==> src/hdl/bhp_consts.svh <==
`ifndef BHP_CONSTS_SVH
`define BHP_CONSTS_SVH

// Pin vector positions of the synchronised inputs
`define BHP_PIN_RXD        3'd0
`define BHP_PIN_RI         3'd1
`define BHP_PIN_DSR        3'd2
`define BHP_PIN_CTS        3'd3
`define BHP_PIN_DCD        3'd4
`define BHP_PIN_RTS        3'd5

// Register slots: slot = {bank, word address}
`define BHP_ADDR_BANK      3'd2
`define BHP_SLOT_ENABLE    5'd1
`define BHP_SLOT_MODEM_CMD 5'd4
`define BHP_SLOT_PIN_STAT  5'd6
`define BHP_SLOT_FIFO_THR  5'd19
`define BHP_SLOT_PIN_CTL   5'd24
`define BHP_SLOT_GEN_MODE  5'd25

// Bank pointer field in the bank register
`define BHP_BANK_MSB       6
`define BHP_BANK_LSB       5
`define BHP_BANK_COMPAT    2'h0

// Pin control register fields
`define BHP_PC_DSR_MSB     1
`define BHP_PC_DSR_LSB     0
`define BHP_PC_DCD_MSB     3
`define BHP_PC_DCD_LSB     2
`define BHP_PC_DTR_GEN     4
`define BHP_PC_AUTO_TX     5
`define BHP_PC_RX_SCLK     6
`define BHP_PC_TX_SCLK     7

// Multifunction pin codes (two-bit fields)
`define BHP_FN_MODEM       2'h0
`define BHP_FN_TIMING      2'h1
`define BHP_FN_GENOUT      2'h2

// Modem command bits (set means asserted, pin goes low)
`define BHP_MC_DTR         0
`define BHP_MC_RTS         1
`define BHP_MC_GENERAL_OUTPUT_ZERO        2
`define BHP_MC_GENERAL_OUTPUT_ONE        3
`define BHP_MC_GENERAL_OUTPUT_TWO        4

// Generator mode bits: set means clock generator, clear means timer
`define BHP_GM_GEN_A       0
`define BHP_GM_GEN_B       1

// FIFO threshold fields
`define BHP_FT_RX_MSB      2
`define BHP_FT_RX_LSB      0
`define BHP_FT_TX_MSB      6
`define BHP_FT_TX_LSB      4

// Reset values
`define BHP_RST_PIN_CTL    8'h00
`define BHP_RST_MODEM_CMD  8'h00
`define BHP_RST_FIFO_THR   8'h01
`define BHP_RST_ENABLE     8'h00
`define BHP_RST_GEN_MODE   8'h00

`endif

==> src/hdl/bhp_pkg.sv <==
`default_nettype none

package bhp_pkg;

  // Bus handshake states, one-hot
  typedef enum logic [1:0] {
    BHP_IDLE = 2'b01,
    BHP_ACK  = 2'b10
  } bhp_state_t;

  // Whole state of the pin mux
  typedef struct packed {
    logic [5:0]       sync1;
    logic [5:0]       sync2;
    logic [5:0]       sync3;
    logic [5:0]       flt;
    bhp_state_t       state;
    logic             waitReq;
    logic [7:0]       rdData;
    logic [31:0][7:0] regs;
    logic [1:0]       bank;
    logic             crystal;
    logic             sysClkDiv;
    logic             rxData;
    logic             receive_clock;
    logic             transmit_clock;
    logic             dtrOut;
    logic             dsrOut;
    logic             dsrOe;
    logic             dcdOut;
    logic             dcdOe;
    logic             rtsOut;
    logic             rtsOe;
    logic             out2Out;
    logic             out2Oe;
    logic             txGate;
    logic             intReq;
  } bhp_state_s_t;

endpackage : bhp_pkg

`default_nettype wire

==> src/hdl/bhp_pin_mux.sv <==
// Notes on behaviour
// - Receive data taken LSB first on RXD
// - Ring pin: general input or serial clock
// - Gen B timer mode pulses its pin
// - Gen B clock mode drives clock, and DTR too
// - DSR pin: input, gen A, or output
// - RTS is CPU output, used in auto-transmit
// - RTS is input during reset, output after
// - CTS gates transmit in auto mode
// - DCD pin: input, system clock, or output
// - All units except bus raise block interrupts
// - Per-FIFO threshold raises FIFO interrupt
// - 8-bit data, 3-bit address plus bank
// - Four banks, one reachable at once
// - Writing bank field switches bank
// - Banks: compat, work, config, modem config
// - Bank 0 selected after power-up
// - Other registers default to compatible values
// - Bus unit owns accesses and interrupt request
// - RTS low at reset selects crystal
// - Reset restores bank and pin functions
//
// Our own choices: the register addresses and the Avalon-MM slave port.
`timescale 1ns/10ps
`default_nettype none
`include "bhp_consts.svh"

module bhp_pin_mux
  import bhp_pkg::*;
(
  input  wire logic        sys_clk,
  input  wire logic        rst,
  input  wire logic [2:0]  address,
  input  wire logic        chipselect,
  input  wire logic        read,
  input  wire logic        write,
  input  wire logic [31:0] writedata,
  input  wire logic [3:0]  byteenable,
  output var  logic [31:0] readdata,
  output var  logic        waitrequest,
  input  wire logic        rxdIn,
  input  wire logic        riIn,
  input  wire logic        ctsIn,
  input  wire logic        dsrIn,
  output var  logic        dsrOut,
  output var  logic        dsrOe,
  input  wire logic        dcdIn,
  output var  logic        dcdOut,
  output var  logic        dcdOe,
  input  wire logic        rtsIn,
  output var  logic        rtsOut,
  output var  logic        rtsOe,
  output var  logic        dtrOut,
  output var  logic        out2Out,
  output var  logic        out2Oe,
  input  wire logic        genAOut,
  input  wire logic        genBOut,
  input  wire logic [3:0]  unitIrq,
  input  wire logic [2:0]  subIrq,
  input  wire logic [2:0]  rxLevel,
  input  wire logic [2:0]  txLevel,
  output var  logic        rxData,
  output var  logic        receiveClock,
  output var  logic        transmitClock,
  output var  logic        txGate,
  output var  logic        crystalSelect,
  output var  logic        sysClockOut,
  output var  logic        intReq
);

  bhp_state_s_t r;
  bhp_state_s_t next_r;
  logic [5:0]   pinsIn;
  logic [4:0]   slot;
  logic [7:0]   pinCtl;
  logic [7:0]   modemCmd;
  logic [7:0]   genMode;
  logic [7:0]   fifoThr;
  logic [5:0]   blockIrq;
  logic [5:0]   gatedIrq;
  logic [7:0]   pinStat;
  logic         busReq;

  // Raw pin vector and named views of owned registers
  assign pinsIn   = {rtsIn, dcdIn, ctsIn, dsrIn, riIn, rxdIn};
  assign slot     = {r.bank, address};
  assign pinCtl   = r.regs[`BHP_SLOT_PIN_CTL];
  assign modemCmd = r.regs[`BHP_SLOT_MODEM_CMD];
  assign genMode  = r.regs[`BHP_SLOT_GEN_MODE];
  assign fifoThr  = r.regs[`BHP_SLOT_FIFO_THR];
  assign busReq   = chipselect && (read || write);

  // Block interrupt vector; second-level requests fold into their blocks
  // FIFO threshold compare
  assign blockIrq[0] = (rxLevel != 3'h0) &&
                       (rxLevel >= fifoThr[`BHP_FT_RX_MSB:`BHP_FT_RX_LSB]);
  assign blockIrq[1] = txLevel <= fifoThr[`BHP_FT_TX_MSB:`BHP_FT_TX_LSB];
  assign blockIrq[2] = unitIrq[0] || subIrq[0];
  assign blockIrq[3] = unitIrq[1] || subIrq[2];
  assign blockIrq[4] = unitIrq[2];
  assign blockIrq[5] = unitIrq[3] || subIrq[1];
  assign gatedIrq    = blockIrq & r.regs[`BHP_SLOT_ENABLE][5:0];

  // Live pin status, active-low pins shown as asserted-high
  // ring readable by CPU
  assign pinStat = {3'h0, r.crystal, ~r.flt[`BHP_PIN_DCD],
                    ~r.flt[`BHP_PIN_RI], ~r.flt[`BHP_PIN_DSR],
                    ~r.flt[`BHP_PIN_CTS]};

  // Next-state logic for the whole block
  always_comb begin
    next_r = r;
    // Three-stage synchroniser; a change counts when stages two and three agree
    next_r.sync1 = pinsIn;
    next_r.sync2 = r.sync1;
    next_r.sync3 = r.sync2;
    next_r.flt   = (r.sync2 & ~(r.sync2 ^ r.sync3)) |
                   (r.flt & (r.sync2 ^ r.sync3));
    next_r.sysClkDiv = ~r.sysClkDiv;

    // Bus handshake: one wait cycle, write lands at the acknowledge edge
    // bus unit accesses
    unique case (r.state)
      BHP_IDLE: begin
        next_r.waitReq = 1'b1;
        if (busReq) begin
          next_r.state   = BHP_ACK;
          next_r.waitReq = 1'b0;
          if (address == `BHP_ADDR_BANK) begin
            next_r.rdData = {1'b0, r.bank, 4'h0, ~r.intReq};
          end else if (slot == `BHP_SLOT_PIN_STAT) begin
            next_r.rdData = pinStat;
          end else begin
            next_r.rdData = r.regs[slot];
          end
        end
      end
      BHP_ACK: begin
        next_r.state   = BHP_IDLE;
        next_r.waitReq = 1'b1;
        if (write && byteenable[0]) begin
          if (address == `BHP_ADDR_BANK) begin
            next_r.bank = writedata[`BHP_BANK_MSB:`BHP_BANK_LSB];
          end else if (slot != `BHP_SLOT_PIN_STAT) begin
            next_r.regs[slot] = writedata[7:0];
          end
        end
      end
    endcase

    // Serial receive data passes to the receive machine, LSB first
    // receive data path
    next_r.rxData = r.flt[`BHP_PIN_RXD];

    // Serial clock selection from the ring pin or the generators
    // ring as serial clock
    next_r.receive_clock = pinCtl[`BHP_PC_RX_SCLK] ? r.flt[`BHP_PIN_RI] : genAOut;
    next_r.transmit_clock = pinCtl[`BHP_PC_TX_SCLK] ? r.flt[`BHP_PIN_RI] : genBOut;

    // DTR pin: modem output or generator B
    // timer pulse on pin
    next_r.dtrOut = pinCtl[`BHP_PC_DTR_GEN] ? genBOut
                                            : ~modemCmd[`BHP_MC_DTR];

    // DSR pin function
    // DSR pin select
    unique case (pinCtl[`BHP_PC_DSR_MSB:`BHP_PC_DSR_LSB])
      `BHP_FN_TIMING: begin
        next_r.dsrOut = genAOut;
        next_r.dsrOe  = 1'b1;
      end
      `BHP_FN_GENOUT: begin
        next_r.dsrOut = ~modemCmd[`BHP_MC_GENERAL_OUTPUT_ZERO];
        next_r.dsrOe  = 1'b1;
      end
      default: begin
        next_r.dsrOut = 1'b1;
        next_r.dsrOe  = 1'b0;
      end
    endcase

    // DCD pin function
    // DCD pin select
    unique case (pinCtl[`BHP_PC_DCD_MSB:`BHP_PC_DCD_LSB])
      `BHP_FN_TIMING: begin
        next_r.dcdOut = r.sysClkDiv;
        next_r.dcdOe  = 1'b1;
      end
      `BHP_FN_GENOUT: begin
        next_r.dcdOut = ~modemCmd[`BHP_MC_GENERAL_OUTPUT_ONE];
        next_r.dcdOe  = 1'b1;
      end
      default: begin
        next_r.dcdOut = 1'b1;
        next_r.dcdOe  = 1'b0;
      end
    endcase

    // RTS output from the CPU bit
    // RTS under CPU control
    next_r.rtsOut = ~modemCmd[`BHP_MC_RTS];
    next_r.rtsOe  = 1'b1;

    // General output two exists only with an external clock
    next_r.out2Out = ~modemCmd[`BHP_MC_GENERAL_OUTPUT_TWO];
    next_r.out2Oe  = ~r.crystal;

    // Transmit gate: in auto mode needs CTS and RTS both asserted
    // CTS gates transmitter
    next_r.txGate = pinCtl[`BHP_PC_AUTO_TX] ?
                    (~r.flt[`BHP_PIN_CTS] && modemCmd[`BHP_MC_RTS]) : 1'b1;

    // Single interrupt request to the system
    // interrupt request out
    next_r.intReq = |gatedIrq;

    // Reset: defaults, bank 0, modem pin functions, RTS as input
    if (rst) begin
      next_r.bank    = `BHP_BANK_COMPAT;
      next_r.state   = BHP_IDLE;
      next_r.waitReq = 1'b1;
      next_r.rdData  = 8'h00;
      next_r.regs    = '0;
      next_r.regs[`BHP_SLOT_PIN_CTL]   = `BHP_RST_PIN_CTL;
      next_r.regs[`BHP_SLOT_MODEM_CMD] = `BHP_RST_MODEM_CMD;
      next_r.regs[`BHP_SLOT_FIFO_THR]  = `BHP_RST_FIFO_THR;
      next_r.regs[`BHP_SLOT_ENABLE]    = `BHP_RST_ENABLE;
      next_r.regs[`BHP_SLOT_GEN_MODE]  = `BHP_RST_GEN_MODE;
      next_r.rtsOe   = 1'b0;
      next_r.rtsOut  = 1'b1;
      next_r.crystal = ~r.flt[`BHP_PIN_RTS];
      next_r.dsrOe   = 1'b0;
      next_r.dsrOut  = 1'b1;
      next_r.dcdOe   = 1'b0;
      next_r.dcdOut  = 1'b1;
      next_r.dtrOut  = 1'b1;
      next_r.out2Oe  = 1'b0;
      next_r.out2Out = 1'b1;
      next_r.txGate  = 1'b1;
      next_r.intReq  = 1'b0;
      next_r.rxData  = 1'b1;
      next_r.receive_clock   = 1'b0;
      next_r.transmit_clock   = 1'b0;
      next_r.sysClkDiv = 1'b0;
    end
  end

  // State register
  always_ff @(posedge sys_clk) begin
    r <= next_r;
  end

  // Outputs straight from the state register
  assign readdata      = {24'h00_0000, r.rdData};
  assign waitrequest   = r.waitReq;
  assign dsrOut        = r.dsrOut;
  assign dsrOe         = r.dsrOe;
  assign dcdOut        = r.dcdOut;
  assign dcdOe         = r.dcdOe;
  assign rtsOut        = r.rtsOut;
  assign rtsOe         = r.rtsOe;
  assign dtrOut        = r.dtrOut;
  assign out2Out       = r.out2Out;
  assign out2Oe        = r.out2Oe;
  assign rxData        = r.rxData;
  assign receiveClock  = r.receive_clock;
  assign transmitClock = r.transmit_clock;
  assign txGate        = r.txGate;
  assign crystalSelect = r.crystal;
  assign sysClockOut   = r.sysClkDiv;
  assign intReq        = r.intReq;
endmodule : bhp_pin_mux

`default_nettype wire

==> config.mk <==
export PLATFORM = sky130hd
export DESIGN_NAME = bhp_pin_mux
export DESIGN_NICKNAME = d
export VERILOG_FILES = /design/src/hdl/bhp_pkg.sv /design/src/hdl/bhp_pin_mux.sv
export VERILOG_INCLUDE_DIRS = /design/src /design/src/hdl
export SDC_FILE = /design/constraint.sdc
export NUM_CORES = 1
export LEC_CHECK = 0
export BUFFER_PORTS_ARGS = -buffer_cell sky130_fd_sc_hd__buf_2
export CORE_MARGIN = 2
export CORE_UTILIZATION = 35
export CTS_CLUSTER_DIAMETER = 40
export CTS_CLUSTER_SIZE = 10
export DETAILED_ROUTE_END_ITERATION = 10
export PLACE_DENSITY_LB_ADDON = 0.12
export RECOVER_POWER = 50
export SLEW_MARGIN = 20
export SYNTH_ARGS = -nofsm -noshare
export SYNTH_HDL_FRONTEND = slang
export SYNTH_SLANG_ARGS = --single-unit
==> constraint.sdc <==
create_clock -name sys_clk -period 3.1 [get_ports sys_clk]
set_clock_uncertainty 0.1 [all_clocks]
set_input_delay 0.93 -clock sys_clk [delete_from_list [all_inputs] [get_ports sys_clk]]
set_output_delay 0.93 -clock sys_clk [all_outputs]
set_load 0.05 [all_outputs]
==> reports/results.tsv <==
metric	value	unit
cp-end-kind	flip-flop	
min_period	2.890	ns
cts_buffer_depth	3	
cp.required	3.39	ns
start_util	35.42	%
arrival	3.18	ns
overflow	0	
crit_type	primary input to flip-flop	
drtAntennaViolNets	0	
antenna_found_initial	0	
status	complete, but fails checks	
dp_cells	1997	
cts_setup_buffers	0	
hpwl	30.06	mm
core_area	38650	um2
finalCritPeriodShare	93.22	%
p_leak	6.289	nW
max_freq	346.0	MHz
min_path_type	flip-flop to flip-flop	
cts_max_level	2	
port_buffers	62	
num_vias	10830	
synth_fa_ha_area_share	0.9142	%
synth_compound_area_share	9.900	%
tns	0	ns
via_per_inst	5.174	
slew-limit-headroom	-39.53	%
place_area	14760	um2
fillers	3819	
synth_top_family_by_area	simple AND/OR/NAND/NOR gates	
cts_root_buf	clkbuf_16	
die_x	201.8	um
grt_pass1_vias	10530	
holdBufCountCts	0	
grt_max_degree	111	
max_cap_violations	2	
synth_top_area_cell	dfxtp_1	
worst-slew-pin-transition	2.093	ns
ir_drop	0.3875	mV
drive_gt1_share	17.09	%
drt_iter0_drc	794	
syn_area_per_cell	9.459	um2
min_from	next_r[302]$_DFF_P_	
place_congestion	0.8796	
yosys.area_share.simple	19.72	%
ioPinCount	114	
synthTopCellsByCount	301 x dfxtp_1, 195 x mux2i_1, 136 x nor2_1	
syn_inst	1447	
yosys-top-cells-area	dfxtp_1 44%, mux2i_1 14%, a21oi_1 4.4%	
synth_top_area_share	44.03	%
area_growth	19.64	%
fin_area	16370	um2
maxSlewViolCount	151	
row_count	72	
numCtsBuffers	51	
grt_pass1_wl	67.64	mm
ys_warn_count	0	
post_cts_resized	0	
die_h	201.8	um
totalWireLength	44.87	mm
rsz0062_at_grt	false	
finalPower	10.28	mW
post-route-drc-count	0	
synth.most_common_cell	dfxtp_1	
hold_violations	0	
ys_seq_area_share	45.56	%
synth-edff-count	7	
clk-insertion-delay-late	0.57	ns
holdWs	0.2248	ns
multiInputGateArea	6568	um2
wire_per_inst	21.45	um
cts_tree	yes	
muxShareOfSynthArea	16.67	%
seq_area	6237	um2
synth_cell_type_count	82	
final_cells	2092	
ys_ff_latch	308	
synth-async-reset-ratio	0	%
r2r-start	r[17]$_SDFFE_PP0P_	
cts.clk_slew.worst_paths	0.05	ns
violations	capacitance limit, slew limit	
crit_start	address[0]	
synth.cell_area	13690	um2
finalSetupViolCount	0	
powerDensity	627.8	nW/um2
diodes	0	
cp_max_fo	15	
synth_xor_xnor_area_share	0.3839	%
grt_usage	22.01	%
first_pass_iters	5	
ys.flop_type	dfxtp_1	
nets	1607	
die_area	40700	um2
startpoint_type	primary input	
numClockSinks	308	
## critical path: stages
cell,delay (ns)
clkbuf_2,0.53
buf_4,0.43
mux2i_1,0.41
o22a_1,0.23
o21ai_1,0.07
a2111oi_0,0.41
a311oi_1,0.16
## state kept, by name, summed over array words and instances, names as in the netlist, 8 cells and up, named ones only
register,cells
genMode,8
readdata,8
pinCtl,8
modemCmd,8
fifoThr,8
next_r,12
r,233
## cell families after synthesis
kind of cell               Yosys count
and+or+nand+nor                    515
adders and majority gates           10
muxes                              212
buffers and inverters              172
AOI/OAI and AO/OA                  223
xor gates and xnor gates             6
DFF                                308
other                                1
## placed cells by master, fill, tap and decap left out, types with 10 or more instances in the layout
cell	n
clkbuf_16	53
o22ai_1	32
nor2_1	136
clkbuf_1	35
nand3_1	113
inv_1	21
mux2i_1	195
a21oi_1	119
buf_2	38
mux4_2	12
nor2b_1	46
dfxtp_1	300
buf_4	73
nand2_1	135
buf_12	10
ha_1	10
clkinv_2	10
conb_1	24
o21ai_0	16
## per-layer routing
metal,share of wire (%),track usage (%),vias up
met3,5.0,3.709,63
met2,44,32.99,297
met4,2.5,6.933,0
met5,0,0,-
met1,49,32.11,5252
li1,-,-,5213
## layout make-up
class	instances	share of cell area (%)
clock buffers	67	8.848
clock inverters	28	1.765
inverters	23	0.5272
multi-input cells	990	40.11
flip-flops and latches	308	38.09
well taps	518	3.958
repair buffers	158	6.701
## path summary, 6_finish.rpt
path                               to  slack, ns  depth (start not counted)
max reg2reg    pinCtl[5]$_SDFFE_PP0P_       0.26                          7
max          readdata[3]$_SDFFE_PP0P_       0.21                          7
min               next_r[296]$_DFF_P_       0.22                          0
min reg2reg       next_r[296]$_DFF_P_       0.22                          0
## through the flow
stage | setup slack, ns | util, %
after floorplan | 0.5529 | -
after global placement | 0.01714 | 38.20
after detailed placement | 0.03548 | 38.20
after CTS | 0.4768 | 42.70
after global routing | 0.1321 | 42.37
final | 0.2102 | 42.37
## power by group
part | leakage, nW | internal (mW) | switching (mW)
logic | 2.93 | 0.139 | 0.408
registers | 2.50 | 4.01 | 0.0208
clock network | 0.855 | 3.64 | 2.06
No activity file was read; power rests on OpenSTA's default activity.
